$ cat src/rtl/cvp_map.svh
// Purpose: register offsets, field positions, reset values and timing counts for the cell voltage protector
// Assumes: apb byte address is four times the register index
// Notes: definitions only
`ifndef CVP_MAP_SVH
`define CVP_MAP_SVH

// register indices, byte address = 4 * index
`define CVP_IDX_SYS_CFG 6'h01
`define CVP_IDX_OV_THR 6'h02
`define CVP_IDX_OV_CFG 6'h03
`define CVP_IDX_UV_THR 6'h04
`define CVP_IDX_UV_CFG 6'h05
`define CVP_IDX_STATUS 6'h10
`define CVP_IDX_INT_STAT 6'h11
`define CVP_IDX_INT_EN 6'h12
`define CVP_IDX_INT_CLR 6'h13

// writable bit masks, reserved bits read zero
`define CVP_MASK_SYS_CFG 8'he0
`define CVP_MASK_OV_THR 8'h3f
`define CVP_MASK_OV_CFG 8'hf7
`define CVP_MASK_UV_THR 8'h8f
`define CVP_MASK_UV_CFG 8'hf7

// reset values
`define CVP_RST_SYS_CFG 8'h00
`define CVP_RST_OV_THR 8'h38
`define CVP_RST_OV_CFG 8'h00
`define CVP_RST_UV_THR 8'h00
`define CVP_RST_UV_CFG 8'h00

// field positions
`define CVP_CNF_LSB 5
`define CVP_PULLDOWN_BIT 7
`define CVP_OVH_LSB 4
`define CVP_UV_INH_BIT 7
`define CVP_UNDERVOLTAGE_RECOVERY_MODE_BIT 7
`define CVP_UV_SD_BIT 6
`define CVP_UVH_LSB 4

// interrupt event bits
`define CVP_EV_OV_TRIP 0
`define CVP_EV_OV_CLEAR 1
`define CVP_EV_UV_TRIP 2
`define CVP_EV_UV_RECOVER 3
`define CVP_EV_SHUTDOWN 4

// voltage scale in millivolts
`define CVP_OV_BASE_MV 13'd2800
`define CVP_OV_STEP_MV 13'd25
`define CVP_UV_BASE_MV 13'd1400
`define CVP_UV_STEP_MV 13'd100
`define CVP_UVH_STEP_MV 13'd400
`define CVP_UNDERVOLTAGE_RECOVERY_MODE_MAX_MV 13'd3500

// timing: one millisecond timebase
`define CVP_CLK_NS 10
`define CVP_TICK_NS 1000000
`define CVP_TICK_CYCLES (`CVP_TICK_NS / `CVP_CLK_NS)
`define CVP_OV_DLY_BASE_MS 16'd500
`define CVP_OV_DLY_STEP_MS 16'd250
`define CVP_UV_DLY_BASE_MS 16'd500
`define CVP_UV_SD_MS 16'd8000
`define CVP_UV_DLY_OFF 3'h7

`endif

$ cat src/rtl/cvp_pkg.sv
// Purpose: types of the cell voltage protector
// Assumes: nothing beyond the map header
// Notes: state of the top module is one packed struct
package cvp_pkg;

   // undervoltage supervisor states
   typedef enum logic [1:0] {
      CVP_UV_OK = 2'b00,    // normal operation
      CVP_UV_FAULT = 2'b01, // undervoltage fault held
      CVP_UV_SHDN = 2'b10   // shutdown requested, left only by reset
   } cvp_uv_state_t;

   // whole state of the protector
   typedef struct packed {
      logic [7:0] sys_cfg;        // cell count field
      logic [7:0] ov_thr;         // overvoltage trip code
      logic [7:0] ov_cfg;         // pulldown, hysteresis, delay
      logic [7:0] uv_thr;         // inhibit, trip code
      logic [7:0] uv_cfg;         // recovery, shutdown, hysteresis, delay
      logic [4:0] int_stat;       // sticky events
      logic [4:0] int_en;         // event enables
      cvp_uv_state_t uv_state;    // undervoltage state
      logic ov_fault;             // overvoltage fault held
      logic [31:0] tick_cnt;      // millisecond prescaler
      logic [15:0] ov_timer;      // overvoltage qualify time, ms
      logic [15:0] uv_timer;      // undervoltage qualify time, ms
      logic [15:0] sd_timer;      // shutdown qualify time, ms
      logic charge_switch;        // charge fet enable
      logic discharge_switch;     // discharge fet enable
      logic ts_oe;                // temp sense pulldown active
      logic shutdown_req;         // shutdown request
      logic irq;                  // interrupt line
      logic [31:0] prdata;        // apb read data
      logic pready;               // apb ready
      logic pslverr;              // apb error
   } cvp_state_t;

endpackage : cvp_pkg

$ cat src/rtl/cvp_top.sv
// Purpose: cell overvoltage and undervoltage fault logic with apb configuration
// Assumes: cell voltages arrive as millivolt words synchronous to pclk
// Notes: all timing runs on a millisecond tick derived from pclk
//
// Decided for this implementation: register access over APB.
`timescale 1ns/1ps
`include "cvp_map.svh"

module cvp_top #(
   parameter int unsigned TICK_CYCLES = `CVP_TICK_CYCLES // cycles per millisecond tick
) (
   input wire logic pclk,                      // apb clock, 100 mhz
   input wire logic presetn,                   // async reset, active low
   input wire logic psel,                      // apb select
   input wire logic penable,                   // apb access phase
   input wire logic pwrite,                    // apb direction
   input wire logic [7:0] paddr,               // apb byte address
   input wire logic [31:0] pwdata,             // apb write data
   output logic [31:0] prdata,                 // apb read data
   output logic pready,                        // apb ready
   output logic pslverr,                       // apb error
   input wire logic [12:0] cell_mv [10],       // cell voltages in mV, cell 0 first
   input wire logic charger_present,           // charger detected
   input wire logic load_present,              // load still attached
   output logic charge_switch,                 // charge fet on
   output logic discharge_switch,              // discharge fet on
   output logic temp_sense_line_out,           // temp sense drive level
   output logic temp_sense_line_oe,            // temp sense drive enable
   output logic shutdown_req,                  // shutdown request
   output logic irq                            // level interrupt
);

   cvp_pkg::cvp_state_t s;       // registered state
   cvp_pkg::cvp_state_t next_s;  // next state

   // overvoltage hysteresis table in mV
   function automatic logic [12:0] ov_hyst_mv(input logic [2:0] code);
      case (code)
         3'h0: ov_hyst_mv = 13'd300;
         3'h1: ov_hyst_mv = 13'd250;
         3'h2: ov_hyst_mv = 13'd200;
         3'h3: ov_hyst_mv = 13'd150;
         3'h4: ov_hyst_mv = 13'd100;
         3'h5: ov_hyst_mv = 13'd50;
         3'h6: ov_hyst_mv = 13'd25;
         default: ov_hyst_mv = 13'd0;
      endcase
   endfunction : ov_hyst_mv

   // register index of an aligned byte address
   function automatic logic [5:0] reg_index(input logic [7:0] addr);
      reg_index = addr[7:2];
   endfunction : reg_index

   // decoded configuration
   logic [3:0] cell_count;      // active series cells
   logic [12:0] ov_thr_mv;      // overvoltage trip level
   logic [12:0] ov_rel_mv;      // overvoltage release level
   logic [15:0] ov_dly_ms;      // overvoltage qualify time
   logic [12:0] uv_trip_mv;     // undervoltage trip level
   logic [12:0] uv_sum_mv;      // trip plus hysteresis, unclamped
   logic [12:0] undervoltage_recovery_mode_mv;      // undervoltage recovery level
   logic [15:0] uv_dly_ms;      // undervoltage qualify time
   logic [2:0] uv_dly_code;     // undervoltage delay code
   logic [9:0] cell_over;       // cell above ov trip
   logic [9:0] cell_ov_low;     // cell below ov release or unused
   logic [9:0] cell_under;      // cell below uv trip
   logic [9:0] cell_above_rec;  // cell above recovery or unused
   logic any_over;              // some cell over trip
   logic all_ov_low;            // all cells released
   logic any_under;             // some cell under trip
   logic all_above_rec;         // all cells recovered
   logic tick;                  // one millisecond elapsed
   logic apb_setup;             // setup phase of a transfer
   logic apb_wr;                // write takes effect now
   logic [5:0] idx;             // addressed register
   logic addr_ok;               // address maps to a register
   logic [4:0] events;          // events raised this cycle
   logic [4:0] int_clr;         // software clear of events
   logic [31:0] rd_word;        // read mux

   // configured cell count, code 7 is unusable so all ten are checked
   assign cell_count = (s.sys_cfg[`CVP_CNF_LSB +: 3] == 3'h7) ? 4'd10 :
                       4'd10 - {1'b0, s.sys_cfg[`CVP_CNF_LSB +: 3]};

   // overvoltage levels in mV
   assign ov_thr_mv = `CVP_OV_BASE_MV + 13'(s.ov_thr[5:0] * `CVP_OV_STEP_MV);
   assign ov_rel_mv = ov_thr_mv - ov_hyst_mv(s.ov_cfg[`CVP_OVH_LSB +: 3]);
   assign ov_dly_ms = `CVP_OV_DLY_BASE_MS + 16'(s.ov_cfg[2:0] * `CVP_OV_DLY_STEP_MS);

   // undervoltage levels in mV
   assign uv_trip_mv = `CVP_UV_BASE_MV + 13'(s.uv_thr[3:0] * `CVP_UV_STEP_MV);
   assign uv_sum_mv = uv_trip_mv + 13'({11'h0, s.uv_cfg[`CVP_UVH_LSB +: 2]} + 13'h1) * `CVP_UVH_STEP_MV;
   // clamp keeps recovery reachable for high trip codes
   always_comb begin
      if (s.uv_thr[`CVP_UV_INH_BIT]) begin
         undervoltage_recovery_mode_mv = uv_trip_mv;
      end else if (uv_sum_mv > `CVP_UNDERVOLTAGE_RECOVERY_MODE_MAX_MV) begin
         undervoltage_recovery_mode_mv = `CVP_UNDERVOLTAGE_RECOVERY_MODE_MAX_MV;
      end else begin
         undervoltage_recovery_mode_mv = uv_sum_mv;
      end
   end
   assign uv_dly_code = s.uv_cfg[2:0];
   assign uv_dly_ms = `CVP_UV_DLY_BASE_MS << uv_dly_code;

   // per cell comparisons, unused cells never trip and always release
   generate
      for (genvar i = 0; i < 10; i++) begin : g_cell
         logic used; // cell is in the configured stack
         assign used = 4'(i) < cell_count;
         assign cell_over[i] = used && (cell_mv[i] > ov_thr_mv);
         assign cell_ov_low[i] = !used || (cell_mv[i] < ov_rel_mv);
         assign cell_under[i] = used && (cell_mv[i] < uv_trip_mv);
         assign cell_above_rec[i] = !used || (cell_mv[i] > undervoltage_recovery_mode_mv);
      end
   endgenerate

   assign any_over = |cell_over;
   assign all_ov_low = &cell_ov_low;
   assign any_under = |cell_under;
   assign all_above_rec = &cell_above_rec;

   // apb decode
   assign tick = (s.tick_cnt >= TICK_CYCLES - 1);
   assign apb_setup = psel && !penable;
   assign apb_wr = psel && penable && s.pready && pwrite && !s.pslverr;
   assign idx = reg_index(paddr);
   always_comb begin
      case (idx)
         `CVP_IDX_SYS_CFG, `CVP_IDX_OV_THR, `CVP_IDX_OV_CFG, `CVP_IDX_UV_THR,
         `CVP_IDX_UV_CFG, `CVP_IDX_STATUS, `CVP_IDX_INT_STAT, `CVP_IDX_INT_EN,
         `CVP_IDX_INT_CLR: addr_ok = (paddr[1:0] == 2'h0);
         default: addr_ok = 1'b0;
      endcase
   end

   // read mux, clear register reads zero
   always_comb begin
      case (idx)
         `CVP_IDX_SYS_CFG: rd_word = {24'h0, s.sys_cfg};
         `CVP_IDX_OV_THR: rd_word = {24'h0, s.ov_thr};
         `CVP_IDX_OV_CFG: rd_word = {24'h0, s.ov_cfg};
         `CVP_IDX_UV_THR: rd_word = {24'h0, s.uv_thr};
         `CVP_IDX_UV_CFG: rd_word = {24'h0, s.uv_cfg};
         `CVP_IDX_STATUS: rd_word = {27'h0, s.shutdown_req, s.uv_state, s.ov_fault, s.irq};
         `CVP_IDX_INT_STAT: rd_word = {27'h0, s.int_stat};
         `CVP_IDX_INT_EN: rd_word = {27'h0, s.int_en};
         default: rd_word = 32'h0;
      endcase
   end
   assign int_clr = (apb_wr && idx == `CVP_IDX_INT_CLR) ? pwdata[4:0] : 5'h0;

   // next state
   always_comb begin
      next_s = s;
      events = 5'h0;
      // millisecond prescaler
      next_s.tick_cnt = tick ? 32'h0 : s.tick_cnt + 32'h1;

      // apb answers in the first access cycle, zero wait states
      next_s.pready = apb_setup;
      next_s.pslverr = apb_setup && !addr_ok;
      if (apb_setup) begin
         next_s.prdata = (addr_ok && !pwrite) ? rd_word : 32'h0;
      end
      if (apb_wr) begin
         case (idx)
            `CVP_IDX_SYS_CFG: next_s.sys_cfg = pwdata[7:0] & `CVP_MASK_SYS_CFG;
            `CVP_IDX_OV_THR: next_s.ov_thr = pwdata[7:0] & `CVP_MASK_OV_THR;
            `CVP_IDX_OV_CFG: next_s.ov_cfg = pwdata[7:0] & `CVP_MASK_OV_CFG;
            `CVP_IDX_UV_THR: next_s.uv_thr = pwdata[7:0] & `CVP_MASK_UV_THR;
            `CVP_IDX_UV_CFG: next_s.uv_cfg = pwdata[7:0] & `CVP_MASK_UV_CFG;
            `CVP_IDX_INT_EN: next_s.int_en = pwdata[4:0];
            default: ; // read-only and clear registers store nothing
         endcase
      end

      // overvoltage qualify timer restarts whenever the condition drops
      if (!s.ov_fault) begin
         if (!any_over) begin
            next_s.ov_timer = 16'h0;
         end else if (s.ov_timer >= ov_dly_ms) begin
            next_s.ov_fault = 1'b1;
            next_s.ov_timer = 16'h0;
            events[`CVP_EV_OV_TRIP] = 1'b1;
         end else if (tick) begin
            next_s.ov_timer = s.ov_timer + 16'h1;
         end
      end else if (all_ov_low) begin
         next_s.ov_fault = 1'b0;
         events[`CVP_EV_OV_CLEAR] = 1'b1;
      end

      // undervoltage supervisor
      case (s.uv_state)
         cvp_pkg::CVP_UV_OK: begin
            next_s.sd_timer = 16'h0;
            if (!any_under || uv_dly_code == `CVP_UV_DLY_OFF) begin
               next_s.uv_timer = 16'h0;
            end else if (s.uv_timer >= uv_dly_ms) begin
               next_s.uv_state = cvp_pkg::CVP_UV_FAULT;
               next_s.uv_timer = 16'h0;
               events[`CVP_EV_UV_TRIP] = 1'b1;
            end else if (tick) begin
               next_s.uv_timer = s.uv_timer + 16'h1;
            end
         end
         cvp_pkg::CVP_UV_FAULT: begin
            // recovery on voltage, mode 1 also waits for the load to go
            if (all_above_rec && (!s.uv_cfg[`CVP_UNDERVOLTAGE_RECOVERY_MODE_BIT] || !load_present)) begin
               next_s.uv_state = cvp_pkg::CVP_UV_OK;
               next_s.sd_timer = 16'h0;
               events[`CVP_EV_UV_RECOVER] = 1'b1;
            end else if (all_above_rec || !s.uv_cfg[`CVP_UV_SD_BIT]) begin
               next_s.sd_timer = 16'h0;
            end else if (s.sd_timer > `CVP_UV_SD_MS) begin
               next_s.uv_state = cvp_pkg::CVP_UV_SHDN;
               events[`CVP_EV_SHUTDOWN] = 1'b1;
            end else if (tick) begin
               next_s.sd_timer = s.sd_timer + 16'h1;
            end
         end
         cvp_pkg::CVP_UV_SHDN: begin
            next_s.uv_state = cvp_pkg::CVP_UV_SHDN; // only reset leaves shutdown
         end
         default: begin
            next_s.uv_state = cvp_pkg::CVP_UV_OK; // illegal code recovers
         end
      endcase

      // fet and line drive from the next fault state
      next_s.shutdown_req = (next_s.uv_state == cvp_pkg::CVP_UV_SHDN);
      next_s.discharge_switch = (next_s.uv_state == cvp_pkg::CVP_UV_OK);
      case (next_s.uv_state)
         cvp_pkg::CVP_UV_OK: next_s.charge_switch = !next_s.ov_fault;
         cvp_pkg::CVP_UV_FAULT: next_s.charge_switch = !next_s.ov_fault &&
                                   !s.uv_cfg[`CVP_UNDERVOLTAGE_RECOVERY_MODE_BIT] && charger_present;
         default: next_s.charge_switch = 1'b0;
      endcase
      next_s.ts_oe = next_s.ov_fault && s.ov_cfg[`CVP_PULLDOWN_BIT];

      // sticky events, a new event wins over a clear in the same cycle
      next_s.int_stat = (s.int_stat & ~int_clr) | events;
      next_s.irq = |(next_s.int_stat & next_s.int_en);
   end

   // state register
   always_ff @(posedge pclk or negedge presetn) begin
      if (!presetn) begin
         s <= '0;
         s.sys_cfg <= `CVP_RST_SYS_CFG;
         s.ov_thr <= `CVP_RST_OV_THR;
         s.ov_cfg <= `CVP_RST_OV_CFG;
         s.uv_thr <= `CVP_RST_UV_THR;
         s.uv_cfg <= `CVP_RST_UV_CFG;
         s.uv_state <= cvp_pkg::CVP_UV_OK;
         s.charge_switch <= 1'b1;
         s.discharge_switch <= 1'b1;
      end else begin
         s <= next_s;
      end
   end

   // outputs straight from the state register, except the temp sense level, which is tied low
   assign prdata = s.prdata;
   assign pready = s.pready;
   assign pslverr = s.pslverr;
   assign charge_switch = s.charge_switch;
   assign discharge_switch = s.discharge_switch;
   assign temp_sense_line_out = 1'b0; // line is only ever pulled low
   assign temp_sense_line_oe = s.ts_oe;
   assign shutdown_req = s.shutdown_req;
   assign irq = s.irq;

endmodule : cvp_top

$ cat config.mk
export PLATFORM = sky130hd
export DESIGN_NAME = cvp_top
export DESIGN_NICKNAME = d
export VERILOG_FILES = /design/src/rtl/cvp_pkg.sv /design/src/rtl/cvp_top.sv
export VERILOG_INCLUDE_DIRS = /design/src /design/src/rtl
export SDC_FILE = /design/constraint.sdc
export NUM_CORES = 1
export LEC_CHECK = 0
export CAP_MARGIN = 0
export CORE_MARGIN = 2
export CORE_UTILIZATION = 45
export CTS_CLUSTER_DIAMETER = 200
export CTS_CLUSTER_SIZE = 20
export DETAILED_ROUTE_END_ITERATION = 6
export DONT_BUFFER_PORTS = 1
export HOLD_SLACK_MARGIN = 0.15
export PLACE_DENSITY_LB_ADDON = 0.12
export SLEW_MARGIN = 20
export SYNTH_ARGS = -nofsm -noshare
export SYNTH_HDL_FRONTEND = slang
export SYNTH_SLANG_ARGS = --single-unit
export TNS_END_PERCENT = 5
$ cat constraint.sdc
create_clock -name pclk -period 6.8 [get_ports pclk]
set_input_delay 1.36 -clock pclk [delete_from_list [all_inputs] [get_ports pclk]]
set_output_delay 1.36 -clock pclk [all_outputs]
set_load 0.02 [all_outputs]
==> results of run 1 <==
-- cell usage in the layout (no fill, tap or decap), drive strengths merged, types with 10 or more instances in the layout --
cell     synthesis  routed
o211ai          27      27
nand2          152     152
a211oi          27      27
dfrtp          131     131
a31oi           20      20
a21boi          10      10
mux2            27      27
nor3            30      30
fa              10      10
nand3           67      67
nand4           48      48
a2111oi         13      13
nor2b           51      51
ha             538     538
nand2b          37      37
a22oi           14      14
and3            22      22
inv            123     127
o2111ai         11      11
nor2           152     152
a22o            10      10
o21ai          130     130
o31ai           18      18
a21o            99      99
buf             37     112
a21oi          153     153
xor2            35      35
clkbuf          25      19
xnor2           27      27
o21a            42      42
nor4            42      42
conb             2      50
-- layer usage --
metal | track usage | wire (um) | part of all wire | vias up
li1 | - | - | - | 8756
met1 | 0.3715 | 29010 | 0.42 | 8814
met2 | 0.4959 | 32020 | 0.46 | 648
met3 | 0.05709 | 4823 | 0.069 | 165
met4 | 0.1643 | 3775 | 0.054 | 0
met5 | 0 | 0 | 0 | -
-- sequential cells by signal, summed over array words and instances (netlist names) --
| name | count |
|---|---|
| pready | 1 |
| discharge_switch | 1 |
| pslverr | 1 |
| prdata | 8 |
| charge_switch | 1 |
| irq | 1 |
| s | 121 |
| shutdown_req | 1 |
| temp_sense_line_oe | 1 |
-- power by group through the flow --
stage          clock (W)  sequential (W)  combinational [W]
4_1_cts         0.000953        0.000900            0.00168
2_1_floorplan          0        0.000899            0.00111
5_1_grt         0.000977        0.000908            0.00195
3_5_place_dp           0        0.000914            0.00167
3_3_place_gp           0        0.000913            0.00161
6_report        0.000922        0.000900            0.00174
-- through the flow --
step	TNS [ns]	util	cell area, sq um
after floorplan	0	-	20040
after global placement	-2.894	0.4920	21290
after global routing	-0.05352	0.5126	22180
final	0	0.5126	22180
after CTS	0	0.5066	21920
after detailed placement	-5.124	0.4922	21300
-- what timing repair did --
| action | in CTS | in global routing |
|---|---|---|
| hold endpoints to repair | 0 | 0 |
| endpoints found under the setup margin | 24 | 27 |
| buffers inserted | 1 | 6 |
| hold buffers | 0 | 0 |
| resized for setup | 3 | 42 |
| gates cloned | 0 | 1 |
| pin swaps | 1 | 20 |
-- cell type report --
class	count	share of cell area
multi-input cells	1997	0.7220
flip-flops and latches	136	0.1538
repair buffers	113	0.04350
well taps	585	0.03300
inverters	125	0.02116
clock buffers	18	0.01980
clock inverters	13	0.006600
diodes	1	0.0001128
-- logic make-up (layout without fill, tap and decap cells) --
family          after synthesis  after routing  share of synthesized area
flops                       136            136                     0.1719
xor+xnor                     62             62                    0.02737
compound gates              643            643                     0.2185
mux                          32             32                    0.01785
other cells                   2             51                  0.0003785
fa+ha+maj                   548            548                     0.3494
buf+inv                     187            269                    0.04276
simple gates                662            662                     0.1719
-- critical path, delay by kind of cell (launching register included) --
family                     cells  cell delay [ns]
adders and majority gates      5             1.63
muxes                          1             0.39
buffers and inverters          5             0.63
DFF                            1             0.43
xor gates and xnor gates       1             0.27
and+or+nand+nor                7             1.20
AOI/OAI and AO/OA             11             1.94
-- worst paths after layout --
path	startpoint	endpoint	slack [ns]	cells after the start
hold reg to reg	s[87]	s[87]	0.48	1
hold / removal	s[87]	s[87]	0.48	1
max in group asynchronous	presetn	s[161]	5.94	0
min in group asynchronous	presetn	s[39]	0.61	0
setup / recovery	s[140]	s[41]	0.20	30
setup reg to reg	s[140]	s[41]	0.20	30
==> metrics.cfg, run 1 <==
[grt]
antenna_found_initial=0
grt_pass1_vias=18260
grt_max_degree=137
grt_use_total=0.3011
grt.overflow.total=0
grt_pass1_wl_um=105900

[power_and_ir_drop]
p_seq_frac=0.253
p_clk_frac=0.259
power_w=0.003560
powerDensity_nw_per_um2=160.5
internal_power_w=0.002121
p_leak_nw=11.04
p_sw_frac=0.4040
peakVddDrop_v=0.0002110
power_frac_comb=0.488
net-switching-power_w=0.001438

[worst_setup_path]
crit_type=flop to flop
critPathLaunchType=flop
cpPeakStageDelay_ns=0.49
crit_required_ns=7.15
crit_slowest_cell=fa_1
worstPathMaxFanout=6
worstSetupEndpointType=flop
crit_arrival_ns=6.96

[synth]
synthTopCellsByCount=538 x ha_1, 152 x nand2_1, 150 x nor2_1, 148 x a21oi_1, 131 x dfrtp_1
syn_inst=2272
synth_cell_type_count=92
synth-async-reset-ratio=1.000
synthTopCellsByArea=ha_1 34%, dfrtp_1 17%, a21o_1 3.7%, a21oi_1 3.7%, o21ai_0 3.2%
synth.most_common_cell=ha_1
seq_area_frac_synth=0.1719
ys_ff_latch=136
synth_top_area_share=0.3393
syn_area_sq_um=19840
yosysWarnings=0
syn_area_per_cell_sq_um=8.732
synth_ff_type=dfrtp_1
yosysTopAreaCell=ha_1
synth_edf_count=0

[route]
drt_wl_total_um=69640
dr.pass1.iters=7
drc_errors=0
avgViaCountPerCell=6.152
num_vias=18380
final_antenna_net_count=0
detail_route.wl_per_cell_um=23.30
drt-initial-drc-count=1198

[clocking]
clk_path_buf_depth=2
cts_buffers=17
path_clk_slew_ns=0.07
cts_tree=done
cts_sinks=136
htreeDepth=4
clk-insertion-delay-late_ns=0.44
clockRootBuffer=clkbuf_16

[placed_design]
routabilityCongestion=0.9311
post-place-ws_ns=-0.2956
hpwl_um=54330
port_buffers=0
placed_cells=2948

[timing]
setup_ws_ns=0.1953
drv_slew=0
skew_ns=0.01236
max_freq_mhz=151.4
setup_viol=0
finalHoldViolCount=0
layout_min_cycle_time_ns=6.605
tightest_slew_ns=1.020
period_share=0.9713
max_slew_margin=0.3143
timing.hold.ws_ns=0.4802

[floorplan]
start_util=0.4585
die_y_um=214.0
dieArea_sq_um=45780
rows=76
ios=217
die_w_um=214.0
coreArea_sq_um=43270

[cells_and_area]
final_layout_size_suffix_gt1_frac=0.1028
nFillCells=4130
nets=3115
multiInputGateArea_sq_um=16010
syn_to_final_growth_pct=11.79
regArea_sq_um=3411
fin_cells=2988

[status]
status=completed

[flow_run]
cap_violations=0

[worst_hold_path]
holdCritPathClass=flop to flop

Power figures use the tool's default switching activity.
==> inputs of run 2 (changes only) <==
--- a/config.mk
+++ b/config.mk
@@ -6,6 +6,7 @@
 export SDC_FILE = /design/constraint.sdc
 export NUM_CORES = 1
 export LEC_CHECK = 0
+export ABC_AREA = 1
 export CAP_MARGIN = 0
 export CORE_MARGIN = 2
 export CORE_UTILIZATION = 45
@@ -19,4 +20,4 @@
 export SYNTH_ARGS = -nofsm -noshare
 export SYNTH_HDL_FRONTEND = slang
 export SYNTH_SLANG_ARGS = --single-unit
-export TNS_END_PERCENT = 5
+export TNS_END_PERCENT = 10
==> metrics.cfg, run 2 <==
[cells_and_area]
syn_to_final_growth_pct=8.396  ; was 11.79%
final_cell_mix=538 x ha_1, 528 x nand2_1, 286 x inv_1  ; was 537 x ha_1, 152 x nand2_1, 147 x nor2_1
utilization=0.4923  ; was 0.5126
layout_commonest_cell=ha_1  ; unchanged
multiInputGateArea_sq_um=15410  ; was 16010 sq um
nFillCells=4353  ; was 4130
largest_register=s  ; unchanged
largest_reg_flops=121  ; unchanged
regArea_sq_um=3411  ; unchanged
nets=3431  ; was 3115
final_layout_size_suffix_gt1_frac=0.05223  ; was 0.1028

[route]
drc_errors=0  ; unchanged
avgViaCountPerCell=5.734  ; was 6.152
dr.pass1.iters=5  ; was 7
detail_route.wl_per_cell_um=20.62  ; was 23.30 um
final_antenna_net_count=0  ; unchanged
drt-initial-drc-count=1340  ; was 1198
drt_wl_total_um=68310  ; was 69640 um
num_vias=18990  ; was 18380

[synth]
yosysTopAreaCell=ha_1  ; unchanged
synth.most_common_cell=ha_1  ; unchanged
syn_area_sq_um=20000  ; was 19840 sq um
synthTopCellsByCount=538 x ha_1, 528 x nand2_1, 286 x inv_1, 208 x a21oi_1, 165 x nor2_1  ; was 538 x ha_1, 152 x nand2_1, 150 x nor2_1, 148 x a21oi_1, 131 x dfrtp_1
synth-async-reset-ratio=1.000  ; unchanged
synth_top_area_share=0.3366  ; was 0.3393
synth_cell_type_count=61  ; was 92
ys_ff_latch=136  ; unchanged
synth_ff_type=dfrtp_1  ; unchanged
synth_edf_count=0  ; unchanged
yosysWarnings=0  ; unchanged
seq_area_frac_synth=0.1705  ; was 0.1719
syn_area_per_cell_sq_um=7.569  ; was 8.732 sq um
synthTopCellsByArea=ha_1 34%, dfrtp_1 16%, nand2_1 9.9%, inv_1 5.4%, a21oi_1 5.2%  ; was ha_1 34%, dfrtp_1 17%, a21o_1 3.7%, a21oi_1 3.7%, o21ai_0 3.2%
syn_inst=2642  ; was 2272

[timing]
timing.hold.ws_ns=0.4676  ; was 0.4802 ns
drv_slew=0  ; unchanged
finalHoldViolCount=0  ; unchanged
setup_viol=0  ; unchanged
period_share=0.9307  ; was 0.9713
setup_ws_ns=0.4710  ; was 0.1953 ns
skew_ns=0.01064  ; was 0.01236 ns
max_slew_margin=0.2594  ; was 0.3143
layout_min_cycle_time_ns=6.329  ; was 6.605 ns
tightest_slew_ns=1.104  ; was 1.020 ns
max_freq_mhz=158.0  ; was 151.4 MHz

[floorplan]
ios=217  ; unchanged
coreArea_sq_um=44030  ; was 43270 sq um
start_util=0.4542  ; was 0.4585
dieArea_sq_um=46140  ; was 45780 sq um
die_w_um=214.8  ; was 214.0 um
die_y_um=214.8  ; was 214.0 um
rows=77  ; was 76

[worst_setup_path]
crit_type=flop to flop  ; unchanged
critPathLaunchType=flop  ; unchanged
path_common_cell=nand2_1
r2r_end=s[41]  ; unchanged
crit_arrival_ns=6.64  ; was 6.96 ns
crit-reg2reg-launch=s[142]  ; was s[140]
worstSetupEndpointType=flop  ; unchanged
reg2regPathDepth=31  ; was 30
crit_slowest_cell=o22ai_2  ; was fa_1
cpPeakStageDelay_ns=0.84  ; was 0.49 ns
reg2reg_slack_ns=0.47  ; was 0.20 ns
crit_required_ns=7.11  ; was 7.15 ns
worstPathMaxFanout=10  ; was 6

[grt]
grt_pass1_vias=18230  ; was 18260
grt_pass1_wl_um=103900  ; was 105900 um
grt_use_total=0.2905  ; was 0.3011
grt.overflow.total=0  ; unchanged
antenna_found_initial=1  ; was 0
grt_max_degree=137  ; unchanged

[clocking]
path_clk_slew_ns=0.07  ; about the same
clk-insertion-delay-late_ns=0.43  ; was 0.44 ns
htreeDepth=4  ; unchanged
clockRootBuffer=clkbuf_16  ; unchanged
clk_path_buf_depth=2  ; unchanged
cts_sinks=136  ; unchanged
cts_buffers=17  ; unchanged
cts_tree=done  ; unchanged

[worst_hold_path]
holdCritPathClass=flop to flop  ; unchanged
holdPathStages=1  ; unchanged
hold_path.startpoint=s[87]  ; unchanged
hold_end=s[87]  ; unchanged

[power_and_ir_drop]
peakVddDrop_v=0.0002729  ; was 0.0002110 V
p_leak_nw=11.15  ; was 11.04 nW
powerDensity_nw_per_um2=137.9  ; was 160.5 nW/um^2
power_w=0.002989  ; was 0.003560 W

[placed_design]
hpwl_um=51690  ; was 54330 um
routabilityCongestion=0.9484  ; was 0.9311
post-place-ws_ns=0.3725  ; was -0.2956 ns
port_buffers=0  ; unchanged

[status]
status=completed  ; unchanged

[flow_run]
cap_violations=0  ; unchanged

==> run 2: repair_timing <==
item	in CTS	in global routing
gates resized for setup	0	9
setup endpoints to repair	0	17
hold buffers	0	0
setup buffers	0	4
==> run 2: layout make-up <==
class | count | share of cell area
antenna | 1 | 0.0001154
sequential | 136 | 0.1573
clock inverter | 14 | 0.007446
inverter | 296 | 0.05126
multi-input combinational | 2205 | 0.7108
clock buffer | 18 | 0.02026
timing repair buffer | 50 | 0.01864
tap | 592 | 0.03417
==> run 2: how the worst max path moves through the flow <==
stage                      start     to  cells past startpoint
after floorplan           s[141]  s[44]                     37
after global routing      s[142]  s[44]                     44
after detailed placement  s[142]  s[39]                     43
final                     s[142]  s[41]                     31
after global placement    s[142]  s[50]                     43
after CTS                 s[142]  s[39]                     43
==> run 2: kinds of logic (layout without fill, tap and decap cells) <==
kind of cell | count (synthesis) | in the layout | synth area share
AND/OR/NAND/NOR | 1008 | 1009 | 0.2242
adder cells (fa/ha/maj) | 548 | 548 | 0.3466
AO/OA/AOI/OAI | 531 | 531 | 0.1558
buffers and inverters | 350 | 378 | 0.07314
flip-flops | 136 | 136 | 0.1705
XOR/XNOR | 67 | 67 | 0.02934
other | 2 | 51 | 0.0003755
==> run 2: critical path: cells and delay by family (launching register included) <==
kind | cells | cell delay (ns)
compound gates | 4 | 1.39
xor+xnor | 1 | 0.12
fa+ha+maj | 4 | 1.35
buf+inv | 5 | 0.58
flops | 1 | 0.44
simple gates | 17 | 2.32
==> run 2: routing by layer <==
layer / share of wire / vias to the layer above / track usage / wire length (um)
met5: 0 / - / 0 / 0
met4: 0.048 / 0 / 0.1243 / 3300
met3: 0.068 / 143 / 0.03411 / 4649
met2: 0.45 / 617 / 0.4831 / 31070
met1: 0.43 / 8913 / 0.3805 / 29290
li1: - / 9318 / - / -
==> run 2: power breakdown <==
| part | total [W] | internal, W | switching (W) |
|---|---|---|---|
| registers | 0.000877 | 0.000842 | 0.0000354 |
| logic | 0.00117 | 0.000443 | 0.000724 |
| clock network | 0.000945 | 0.000559 | 0.000387 |
| total | 0.00299 | 0.00184 | 0.00115 |
==> run 2: metrics by stage <==
stage          std cells  TNS (ns)  area (sq um)
2_1_floorplan       2690         0         20180
3_3_place_gp        3273         0         20970
3_5_place_dp        3273         0         20990
4_1_cts             3305         0         21590
5_1_grt             3311  -0.03188         21670
6_report            3312         0         21680
